**config.mk**
```make
export PLATFORM = sky130hd
export DESIGN_NAME = irt_route
export DESIGN_NICKNAME = d
export VERILOG_FILES = /design/src/core/irt_pkg.sv /design/src/core/irt_avmm_slave.sv /design/src/core/irt_route.sv
export SDC_FILE = /design/constraint.sdc
export NUM_CORES = 1
export LEC_CHECK = 0
export ABC_AREA = 1
export BUFFER_PORTS_ARGS = -buffer_cell sky130_fd_sc_hd__buf_2
export CORE_UTILIZATION = 54
export CTS_CLUSTER_SIZE = 30
export DETAILED_ROUTE_END_ITERATION = 16
export GPL_TIMING_DRIVEN = 0
export PLACE_DENSITY_LB_ADDON = 0.12
export REMOVE_ABC_BUFFERS = 1
export SYNTH_ARGS = -nofsm -noshare
export SYNTH_HDL_FRONTEND = slang
export SYNTH_SLANG_ARGS = --single-unit
```
**constraint.sdc**
```tcl
create_clock -name clk -period 4.39 [get_ports clk]
set_input_delay 0 -clock clk [delete_from_list [all_inputs] [get_ports clk]]
set_output_delay 0 -clock clk [all_outputs]
set_load 0.03 [all_outputs]
```
**src/core/irt_pkg.sv**
```systemverilog
`default_nettype none

////////////////////////////////////////////////////////////////////////////
// Shared constants and types for the interrupt routing enables
package irt_pkg;

   // Bus geometry
   localparam int unsigned ADDR_W   = 8;          // Byte address width
   localparam int unsigned DATA_W   = 32;         // Bus data width
   localparam int unsigned BE_W     = 4;          // Byte enable width
   localparam int unsigned IDX_W    = 6;          // Register index width
   localparam int unsigned SLOT_N   = 12;         // Time slots A to L
   localparam int unsigned DSLOT_N  = 4;          // Data slots A to D
   localparam int unsigned REG_W    = 16;         // Register width
   localparam int unsigned EVT_N    = 3;          // Event status bits

   // Register indexes; byte address is four times the index
   localparam logic [IDX_W-1:0] IDX_Y_DATA_EN  = 6'h15;
   localparam logic [IDX_W-1:0] IDX_X_LEV0_EN  = 6'h16;
   localparam logic [IDX_W-1:0] IDX_X_LEV1_EN  = 6'h17;
   localparam logic [IDX_W-1:0] IDX_X_CMP1_EN  = 6'h18;
   localparam logic [IDX_W-1:0] IDX_X_CMP2_EN  = 6'h19;
   localparam logic [IDX_W-1:0] IDX_EVT_STATUS = 6'h20;
   localparam logic [IDX_W-1:0] IDX_EVT_MASK   = 6'h21;
   localparam logic [IDX_W-1:0] IDX_LIVE_STATE = 6'h22;

   // Field layout
   localparam int unsigned SLOT_LSB   = 0;        // Slot A sits at bit 0
   localparam int unsigned SLOT_MSB   = 11;       // Slot L sits at bit 11
   localparam int unsigned DSLOT_MSB  = 3;        // Slot D sits at bit 3
   localparam int unsigned EVT_X_BIT  = 0;        // First output rose
   localparam int unsigned EVT_Y_BIT  = 1;        // Second output rose
   localparam int unsigned EVT_BAD    = 2;        // Unmapped access

   // Reset values
   localparam logic [SLOT_N-1:0]  SLOT_EN_RST  = 12'h000;
   localparam logic [DSLOT_N-1:0] DSLOT_EN_RST = 4'h0;
   localparam logic [EVT_N-1:0]   EVT_RST      = 3'h0;

   // Status flags raised by the measurement sequencer
   typedef struct packed {
      logic [SLOT_N-1:0]  level_zero_status;
      logic [SLOT_N-1:0]  level_one_status;
      logic [SLOT_N-1:0]  compare_class_one_status;
      logic [SLOT_N-1:0]  compare_class_two_status;
      logic [DSLOT_N-1:0] slot_data_status;
   } irt_status_s;

   // Routing enables as held by the register bank
   typedef struct packed {
      logic [SLOT_N-1:0]  lev0;
      logic [SLOT_N-1:0]  lev1;
      logic [SLOT_N-1:0]  cmp1;
      logic [SLOT_N-1:0]  cmp2;
      logic [DSLOT_N-1:0] ydata;
   } irt_enable_s;

   // Bus slave handshake state
   typedef enum logic {
      BUS_IDLE,
      BUS_DONE
   } irt_bus_e;

endpackage : irt_pkg

`default_nettype wire

```
**src/core/irt_avmm_slave.sv**
```systemverilog
`default_nettype none

////////////////////////////////////////////////////////////////////////////
// Avalon-MM front end: one wait cycle, then a single-cycle completion
module irt_avmm_slave
   import irt_pkg::*;
(
   input  wire logic              clk,
   input  wire logic              rst,
   input  wire logic              avs_read,
   input  wire logic              avs_write,
   input  wire logic [DATA_W-1:0] rd_word,
   output logic                   avs_waitrequest,
   output logic [DATA_W-1:0]      avs_readdata,
   output logic                   acc_done
);

   irt_bus_e          state_r;      // Handshake state
   irt_bus_e          state_nxt;
   logic [DATA_W-1:0] rdata_r;      // Captured read word
   logic [DATA_W-1:0] rdata_nxt;
   logic              req;          // Any request pending

   assign req = avs_read | avs_write;

   ////////////////////////////////////////////////////////////////////////
   // Next state; the read word is caught in the wait cycle so that it
   // stands steady at the completing edge
   always_comb
   begin
      state_nxt = state_r;
      rdata_nxt = rdata_r;
      case (state_r)
         BUS_IDLE:
         begin
            // Request seen: capture and complete next cycle
            if (req)
            begin
               state_nxt = BUS_DONE;
               if (avs_read)
                  rdata_nxt = rd_word;
            end
         end
         default:
         begin
            // Completion cycle always returns to idle
            state_nxt = BUS_IDLE;
         end
      endcase
   end

   // Register only
   always_ff @(posedge clk or posedge rst)
   begin
      if (rst)
      begin
         state_r <= BUS_IDLE;
         rdata_r <= '0;
      end
      else
      begin
         state_r <= state_nxt;
         rdata_r <= rdata_nxt;
      end
   end

   // Waitrequest stays high except in the completion cycle
   assign avs_waitrequest = (state_r != BUS_DONE);
   assign avs_readdata    = rdata_r;
   assign acc_done        = (state_r == BUS_DONE) & req;

endmodule : irt_avmm_slave

`default_nettype wire

```
**src/core/irt_route.sv**
```systemverilog
// Chosen here: the Avalon-MM interface to the registers.
`default_nettype none

////////////////////////////////////////////////////////////////////////////
// Interrupt routing enables with Avalon-MM register access
// Four slot-class enable words feed the first output, one data-enable
// word feeds the second; a third line summarises own events
module irt_route
   import irt_pkg::*;
(
   input  wire logic              clk,
   input  wire logic              rst,
   input  wire logic [ADDR_W-1:0] avs_address,
   input  wire logic              avs_read,
   input  wire logic              avs_write,
   input  wire logic [DATA_W-1:0] avs_writedata,
   input  wire logic [BE_W-1:0]   avs_byteenable,
   output logic [DATA_W-1:0]      avs_readdata,
   output logic                   avs_waitrequest,
   input  wire irt_status_s       status_in,
   output logic                   irq_x,
   output logic                   irq_y,
   output logic                   irq_evt
);

   ////////////////////////////////////////////////////////////////////////
   // Helpers

   // True when a byte address selects the register at an index.
   // Registers sit on word boundaries, so the two low address bits
   // must be zero; a byte-offset access counts as unmapped.
   function automatic logic addr_hit(
      input logic [ADDR_W-1:0] addr,
      input logic [IDX_W-1:0]  idx
   );
      addr_hit = (addr == {idx, 2'b00});
   endfunction : addr_hit

   // Merge write data into a 16-bit register by byte lanes
   // Lanes 2 and 3 carry nothing; the upper half always reads zero
   function automatic logic [REG_W-1:0] lane_merge(
      input logic [REG_W-1:0]  cur,
      input logic [DATA_W-1:0] wd,
      input logic [BE_W-1:0]   be
   );
      logic [REG_W-1:0] v;
      v = cur;
      if (be[0])
         v[7:0] = wd[7:0];
      if (be[1])
         v[15:8] = wd[15:8];
      lane_merge = v;
   endfunction : lane_merge

   // Gate a slot vector by its enable and fold it to one bit
   // Shared by all four slot classes of the first output
   function automatic logic gate_any(
      input logic [SLOT_N-1:0] st,
      input logic [SLOT_N-1:0] en
   );
      gate_any = |(st & en);
   endfunction : gate_any

   ////////////////////////////////////////////////////////////////////////
   // Declarations
   // Enables are kept as one struct so the reset and the register stage
   // stay in step across all five fields

   irt_enable_s       en_r;         // Routing enables
   irt_enable_s       en_nxt;
   logic [EVT_N-1:0]  evt_r;        // Sticky event bits
   logic [EVT_N-1:0]  evt_nxt;
   logic [EVT_N-1:0]  mask_r;       // Event mask
   logic [EVT_N-1:0]  mask_nxt;
   logic              irq_x_r;      // Routed first output
   logic              irq_x_nxt;
   logic              irq_y_r;      // Routed second output
   logic              irq_y_nxt;
   logic              irq_evt_r;    // Masked event output
   logic              irq_evt_nxt;

   logic              acc_done;     // Bus access completes now
   logic              wr_fire;      // Write takes effect now
   logic [DATA_W-1:0] rd_word;      // Decoded read value
   logic              mapped;       // Address hits a register
   logic [REG_W-1:0]  wmerged;      // Merge scratch for all five enable fields
   logic [EVT_N-1:0]  evt_set;      // Events raised this cycle
   logic [EVT_N-1:0]  evt_clr;      // Write-one-to-clear bits

   assign wr_fire = acc_done & avs_write;

   ////////////////////////////////////////////////////////////////////////
   // Bus front end
   // The slave inserts one wait cycle on every access; the read word is
   // caught in that cycle, so a read sees enables as they stood one
   // edge before completion
   irt_avmm_slave u_bus (
      .clk             (clk),
      .rst             (rst),
      .avs_read        (avs_read),
      .avs_write       (avs_write),
      .rd_word         (rd_word),
      .avs_waitrequest (avs_waitrequest),
      .avs_readdata    (avs_readdata),
      .acc_done        (acc_done)
   );

   ////////////////////////////////////////////////////////////////////////
   // Read decode; reserved and unused bits read as zero
   // Address decode is a priority chain; the indexes never overlap so
   // the order matters only for timing
   always_comb
   begin
      rd_word = '0;
      mapped  = 1'b1;
      if (addr_hit(avs_address, IDX_Y_DATA_EN))
         rd_word[DSLOT_MSB:SLOT_LSB] = en_r.ydata;
      else if (addr_hit(avs_address, IDX_X_LEV0_EN))
         rd_word[SLOT_MSB:SLOT_LSB] = en_r.lev0;
      else if (addr_hit(avs_address, IDX_X_LEV1_EN))
         rd_word[SLOT_MSB:SLOT_LSB] = en_r.lev1;
      else if (addr_hit(avs_address, IDX_X_CMP1_EN))
         rd_word[SLOT_MSB:SLOT_LSB] = en_r.cmp1;
      else if (addr_hit(avs_address, IDX_X_CMP2_EN))
         rd_word[SLOT_MSB:SLOT_LSB] = en_r.cmp2;
      else if (addr_hit(avs_address, IDX_EVT_STATUS))
         rd_word[EVT_N-1:0] = evt_r;
      else if (addr_hit(avs_address, IDX_EVT_MASK))
         rd_word[EVT_N-1:0] = mask_r;
      else if (addr_hit(avs_address, IDX_LIVE_STATE))
      begin
         // Live view of the routed outputs
         // Lets software poll without enabling the summary line
         rd_word[EVT_X_BIT] = irq_x_r;
         rd_word[EVT_Y_BIT] = irq_y_r;
      end
      else
      begin
         // Unmapped: reads zero, writes dropped
         mapped = 1'b0;
      end
   end

   ////////////////////////////////////////////////////////////////////////
   // Enable registers; only the documented field bits are stored so
   // reserved bits can never be set by software
   // A partial write merges by byte lane so a single lane keeps the
   // other lane's enables
   always_comb
   begin
      en_nxt  = en_r;
      wmerged = '0;
      if (wr_fire)
      begin
         if (addr_hit(avs_address, IDX_Y_DATA_EN))
         begin
            wmerged = lane_merge({12'h000, en_r.ydata},
                                 avs_writedata, avs_byteenable);
            en_nxt.ydata = wmerged[DSLOT_MSB:SLOT_LSB];
         end
         else if (addr_hit(avs_address, IDX_X_LEV0_EN))
         begin
            wmerged = lane_merge({4'h0, en_r.lev0},
                                 avs_writedata, avs_byteenable);
            en_nxt.lev0 = wmerged[SLOT_MSB:SLOT_LSB];
         end
         else if (addr_hit(avs_address, IDX_X_LEV1_EN))
         begin
            wmerged = lane_merge({4'h0, en_r.lev1},
                                 avs_writedata, avs_byteenable);
            en_nxt.lev1 = wmerged[SLOT_MSB:SLOT_LSB];
         end
         else if (addr_hit(avs_address, IDX_X_CMP1_EN))
         begin
            wmerged = lane_merge({4'h0, en_r.cmp1},
                                 avs_writedata, avs_byteenable);
            en_nxt.cmp1 = wmerged[SLOT_MSB:SLOT_LSB];
         end
         else if (addr_hit(avs_address, IDX_X_CMP2_EN))
         begin
            wmerged = lane_merge({4'h0, en_r.cmp2},
                                 avs_writedata, avs_byteenable);
            en_nxt.cmp2 = wmerged[SLOT_MSB:SLOT_LSB];
         end
         else
         begin
            // Other addresses leave the enables alone
            wmerged = '0;
         end
      end
   end

   // Register only; all enables clear at reset
   // Nothing is routed until software sets an enable
   always_ff @(posedge clk or posedge rst)
   begin
      if (rst)
      begin
         en_r.lev0  <= SLOT_EN_RST;
         en_r.lev1  <= SLOT_EN_RST;
         en_r.cmp1  <= SLOT_EN_RST;
         en_r.cmp2  <= SLOT_EN_RST;
         en_r.ydata <= DSLOT_EN_RST;
      end
      else
      begin
         en_r <= en_nxt;
      end
   end

   ////////////////////////////////////////////////////////////////////////
   // Routing; outputs are registered so they never glitch on the pin,
   // at the cost of one cycle from status to output
   // The status flags come from logic on this clock, so no
   // synchroniser is needed; a flag that pulses for one cycle still
   // reaches the output for one cycle
   always_comb
   begin
      irq_x_nxt =
         gate_any(status_in.level_zero_status, en_r.lev0) |
         gate_any(status_in.level_one_status, en_r.lev1) |
         gate_any(status_in.compare_class_one_status,
                  en_r.cmp1) |
         gate_any(status_in.compare_class_two_status,
                  en_r.cmp2);
      irq_y_nxt =
         |(status_in.slot_data_status & en_r.ydata);
   end

   // Register only
   always_ff @(posedge clk or posedge rst)
   begin
      if (rst)
      begin
         irq_x_r <= 1'b0;
         irq_y_r <= 1'b0;
      end
      else
      begin
         irq_x_r <= irq_x_nxt;
         irq_y_r <= irq_y_nxt;
      end
   end

   // Outputs straight from the flops
   assign irq_x = irq_x_r;
   assign irq_y = irq_y_r;

   ////////////////////////////////////////////////////////////////////////
   // Event status, mask and summary interrupt
   // Events are own bookkeeping next to the routing: a rising routed
   // output or an unmapped access leaves a sticky bit that software
   // clears by writing a one
   always_comb
   begin
      // Rising edges of the routed outputs and bad accesses
      // Edges use the next value so the event lands with the output
      evt_set            = '0;
      evt_set[EVT_X_BIT] = irq_x_nxt & ~irq_x_r;
      evt_set[EVT_Y_BIT] = irq_y_nxt & ~irq_y_r;
      evt_set[EVT_BAD]   = acc_done & ~mapped;
      // Write one to clear, low byte only
      // Upper bits of the word are ignored
      evt_clr = '0;
      if (wr_fire && avs_byteenable[0] &&
          addr_hit(avs_address, IDX_EVT_STATUS))
         evt_clr = avs_writedata[EVT_N-1:0];
      // A set in the clearing cycle wins so no event is lost
      evt_nxt  = (evt_r & ~evt_clr) | evt_set;
      // Mask is plain read-write, low byte only
      mask_nxt = mask_r;
      if (wr_fire && avs_byteenable[0] &&
          addr_hit(avs_address, IDX_EVT_MASK))
         mask_nxt = avs_writedata[EVT_N-1:0];
      irq_evt_nxt = |(evt_nxt & mask_nxt);
   end

   // Register only
   always_ff @(posedge clk or posedge rst)
   begin
      if (rst)
      begin
         evt_r     <= EVT_RST;
         mask_r    <= EVT_RST;
         irq_evt_r <= 1'b0;
      end
      else
      begin
         evt_r     <= evt_nxt;
         mask_r    <= mask_nxt;
         irq_evt_r <= irq_evt_nxt;
      end
   end

   // Summary line; next values are used so it tracks a clearing write
   assign irq_evt = irq_evt_r;

endmodule : irt_route

`default_nettype wire

```
Yosys cells after proc, flatten, opt, wreduce, memory -nomap -nowiden
Cells that the tools add are included.
Cells by class
  equal/unequal tests: 8
  mux-type cells: 23
  bitwise operators: 26
  reductions and logical operators: 19
Operators by type and width (number)
  12-bit bitwise AND: 4
  12-bit OR reduction: 4
  8-bit by 7-bit == test with 1-bit output, second input constant: 5
  12-bit 2-to-1 mux: 3
  8-bit == test, second input constant: 3
  7-bit AND reduction: 2
  3-bit 2-to-1 mux: 4
  6-bit AND reduction: 2
  1-bit 2-to-1 mux: 11
  5-bit AND reduction: 2
  9-bit 2-to-1 mux: 1
  8-bit 2-to-1 mux: 1
  1-bit inverter: 8
  4-bit AND reduction: 2
  3-bit bitwise AND: 2
  3-bit AND reduction: 2
  1-bit bitwise AND: 5
  4-bit bitwise AND: 1
  2-bit 2-to-1 mux: 2
  4-bit 2-to-1 mux: 1
  1-bit OR: 4
  4-bit OR reduction: 1
  1-bit logical AND: 3
  3-bit inverter: 1
  other kinds (2): 2
Storage, ports and cells
  bits in registers: 74
  bits of input ports: 100
  output and inout port bits: 36

Depth between registers and ports, before layout
  depth after elaboration: 14
  mapped depth: 11
  mapped depth without buffers: 10

By module
A second synthesis with hierarchy kept.
Second synthesis, totals
  cell total of the unflattened synthesis: 616
  area, all modules: 4901.0 um2
By module, submodules not included
  irt_route: times used 1, cells each 470, area an instance 3552.2 um2, sequential area each 1526.5 um2
  irt_avmm_slave: times used 1, cells each 146, area an instance 1348.8 um2, sequential area each 825.8 um2

Worst setup path before layout
No wires, ideal clock.
  path type: register to register
  start: register u_bus.state_r
  end: register en_r[16] in the netlist's numbering
  data arrival time: 1.266 ns
  setup slack: 3.002 ns
  stages on the path, launching flop included: 7
  period minus slack after synthesis: 1.388 ns
  cell sequence: dfrtp_1 -> nand2_1 -> nor4_2 -> nand2_2 -> buf_6 -> nand2_1 -> o21ai_2
On the way
  word-level cells in the longest chain between the ends: 3
RTL lines
  start: declaration: line irt_avmm_slave.sv:18  | irt_bus_e state_r;
  start signal: assignment: line irt_avmm_slave.sv:62  | state_r <= state_nxt;
  1-bit bitwise AND: line irt_avmm_slave.sv:70  | assign acc_done = (state_r == BUS_DONE) & req;
  1-bit bitwise AND: line irt_route.sv:90  | assign wr_fire = acc_done & avs_write;
  6-bit AND reduction (no source line)
  end signal: assignment: line irt_route.sv:207  | en_r <= en_nxt;
  end: declaration: line irt_route.sv:69  | irt_enable_s en_r;
No other way between the ends.
A chain may end at the register's enable or synchronous reset.

Final worst setup path
  start: input port avs_address[1]
  end: register en_r[11] in the netlist's numbering
On the way
  word-level cells in the longest chain between the ends: 3
RTL lines
  start: declaration: line irt_route.sv:13  | input wire logic [ADDR_W-1:0] avs_address,
  8-bit by 7-bit == test with 1-bit output: line irt_route.sv:36  | addr_hit = (addr == {idx, 2'b00});
  1-bit inverter (no source line)
  7-bit AND reduction (no source line) (*)
Every way passes the cells marked *; elsewhere a longest branch is shown, timed or not.

==> impl_metrics.json <==
{
  "ant_nets": 0,
  "yosysUniqueCellTypes": 23,
  "seq_area_um2": 1850,
  "cts.reportedPaths.clkPinSlew_ns": 0.08,
  "cp-endpoint": "en_r[11]",
  "fillers": 647,
  "synthAdderAreaFrac": 0,
  "fp.dieArea_um2": 7590,
  "yosysWarnings": 0,
  "cp.buffers_inverters": 1,
  "netSwitchingPower_mw": 0.415,
  "worstPathMaxFanout": 16,
  "outcome": "complete, no violations",
  "required_ns": 4.62,
  "cts_num_sinks": 74,
  "fmax_mhz": 580,
  "power.density_nw_per_um2": 316,
  "finalInstanceArea_um2": 4740,
  "synth-compound-area-share": 0.135,
  "path_delay_family": "simple AND/OR/NAND/NOR gates",
  "fp.coreArea_um2": 6910,
  "clk-insertion-delay-late_ns": 0.36,
  "slew_viol_final": 0,
  "drt_iter0_markers": 324,
  "synthSimpleGateAreaFrac": 0.304,
  "synth.most_common_cell": "nand2_1",
  "antenna_found_initial": 0,
  "synth_area_um2": 3920,
  "vias_per_cell": 5.19,
  "io_pins": 136,
  "port_buffers": 93,
  "netlist.area_leader.share": 0.473,
  "syn_to_final_growth_pct": 21.0,
  "synth-main-ff-cell": "dfrtp_1",
  "place_area_um2": 4380,
  "cp_cell_sequence": "buf_2 -> nor2_1 -> nand3_1 -> nor2_2 -> nand2_1 -> nand2_1 -> o21ai_1",
  "cts_made_buffers": 9,
  "relSlewSlack": 0.258,
  "hold_violations": 0,
  "crit_arrival_ns": 1.95,
  "synth_top_family_by_area": "simple AND/OR/NAND/NOR gates",
  "worst_pin_slew_ns": 1.11,
  "ys_top_cells_by_area": "dfrtp_1 (47%), nand2_1 (21%), o21ai_0 (7.7%)",
  "htreeDepth": 3,
  "hold_path_class": "in2reg",
  "cts_tree": "done",
  "path_class": "in2reg",
  "crit_start": "avs_address[1]",
  "wirelength_um": 10800,
  "drc_errors": 0,
  "endpoint_kind": "flop",
  "start_util": 0.567,
  "yosys.area.top_type": "dfrtp_1",
  "first_pass_iters": 5,
  "grt.overflow.total": 0,
  "setup_viol": 0,
  "fp.dieH_um": 87.1,
  "grt_pass1_wl_um": 16900,
  "clock_path_buffers": 2,
  "row_count": 30,
  "wl_per_cell_um": 14.6,
  "layout_min_cycle_time_ns": 1.72,
  "synth_common_cells": "nand2_1 (218), dfrtp_1 (74), o21ai_0 (60)",
  "multi_input_area_um2": 1790,
  "dp_hpwl_um": 7650,
  "gp_congestion": 0.919,
  "reg2reg_depth": 5,
  "ctsResizeCount": 0,
  "synth_xor_area_frac": 0,
  "crit_cells": 7,
  "critPathMaxStageDelay_ns": 0.65,
  "dieWidth_um": 87.1,
  "cts_root_buf": "clkbuf_8",
  "rr_endpoint": "en_r[20]",
  "reg2reg_slack_ns": 2.74,
  "synth_area_per_cell_um2": 7.39,
  "drive_gt1_frac": 0.210,
  "ys_ff_latch": 74,
  "period_share": 0.393,
  "synth_edf_count": 0,
  "power.leakage_nw": 2.55,
  "syn_inst": 530,
  "power.clock.fraction": 0.389,
  "fin_skew_ns": 0.00499,
  "seq_area_frac_synth": 0.473,
  "pwr-share-comb": 0.131,
  "muxShareOfSynthArea": 0,
  "slowest_stage": "nor2_2",
  "intPower_mw": 1.08,
  "nNetsFinal": 739,
  "cp_common_cell": "nand2_1",
  "crit_path_start_kind": "input port",
  "grt_pass1_vias": 3506,
  "power.share.sequential": 0.480,
  "p_sw_frac": 0.277,
  "fin_setup_tns_ns": 0,
  "peakVddDrop_v": 0.000218,
  "hold_depth": 3,
  "diodes": 0,
  "track_usage": 0.301,
  "grt_max_degree": 39,
  "vias": 3833,
  "synth-async-reset-ratio": 1.00,
  "drv_cap": 0,
  "rsz0062_at_grt": "false",
  "r2r_start": "u_bus.state_r"
}
## cell usage in the layout, fill, tap and decap left out
cell type,n
dlygate4sd3_1,15
nand2_1,218
a21oi_1,7
bufinv_16,2
clkinvlp_4,1
buf_2,93
nand3_1,20
o21ai_0,60
clkbuf_8,9
clkinv_2,3
o21ai_1,6
inv_2,1
nor2_1,49
o21a_1,1
inv_1,32
dfrtp_1,74
inv_4,1
conb_1,20
nor2_4,1
o21ai_2,16
nor4_2,1
buf_12,1
nand4_1,3
nand2_2,3
o211ai_1,2
nor3b_1,1
nor2_2,3
## worst min-delay path by stage
stage	endpoint	slack, ns	from
CTS	en_r[40]	0.02	avs_writedata[0]
global placement	u_bus.state_r	0.25	avs_read
floorplan	u_bus.state_r	0.12	avs_read
detailed placement	en_r[20]	0.07	rst
global route	en_r[40]	0.04	avs_writedata[0]
finish	en_r[40]	0.02	avs_writedata[0]
## cell type report
type / instances / share of cell area
flip-flops and latches: 74 / 0.391
multi-input cells: 411 / 0.379
repair buffers: 109 / 0.134
clock buffers: 9 / 0.0261
clock inverters: 6 / 0.0174
inverters: 34 / 0.0275
well taps: 96 / 0.0254
## power by group through the flow
stage	logic [mW]	registers [mW]	clock network, mW
2_1_floorplan	0.0922	0.747	0
3_3_place_gp	0.181	0.731	0
3_5_place_dp	0.186	0.732	0
4_1_cts	0.196	0.718	0.581
5_1_grt	0.217	0.720	0.607
6_report	0.197	0.718	0.582
## metrics by stage
| stage | utilization | worst slack (ns) | std cells | hold slack, ns | total power, mW |
|---|---|---|---|---|---|
| after global placement | 0.631 | 1.60 | 708 | 0.246 | 0.911 |
| final | 0.686 | 2.67 | 739 | 0.0170 | 1.50 |
| after detailed placement | 0.634 | 2.41 | 709 | 0.0715 | 0.917 |
| after CTS | 0.686 | 2.75 | 739 | 0.0212 | 1.50 |
| after floorplan | - | 2.51 | 519 | 0.125 | 0.840 |
| after global routing | 0.686 | 2.59 | 739 | 0.0374 | 1.54 |
## kinds of logic (layout without fill, tap and decap cells)
| logic type | count (synthesis) | in the layout |
|---|---|---|
| flip-flops | 74 | 74 |
| buffers and inverters | 64 | 158 |
| other | 1 | 20 |
| AO/OA/AOI/OAI | 92 | 92 |
| AND/OR/NAND/NOR | 299 | 299 |
## routing by layer
layer	vias up	GRT usage	wire, um
met5	-	0	0
met4	0	0.140	272
met3	22	0.0398	827
met2	180	0.482	4920
met1	1764	0.407	4790
li1	1867	-	-
## worst min-delay path, delay by kind of cell
family	cells	cell delay, ns
buf+inv	2	0.19
compound gates	1	0.15
## sequential cells by signal, indices dropped and copies added (netlist names)
register            flops
mask_r                  3
irq_y                   1
irq_x                   1
irq_evt                 1
en_r                   52
u_bus.state_r           1
evt_r                   3
u_bus.avs_readdata     12
## what timing repair did
action                                 4_1_cts  5_1_grt
hold buffers                                15        0
endpoints found under the hold margin       73        0
setup buffers                                0        0
(Power assumes the default switching activity.)
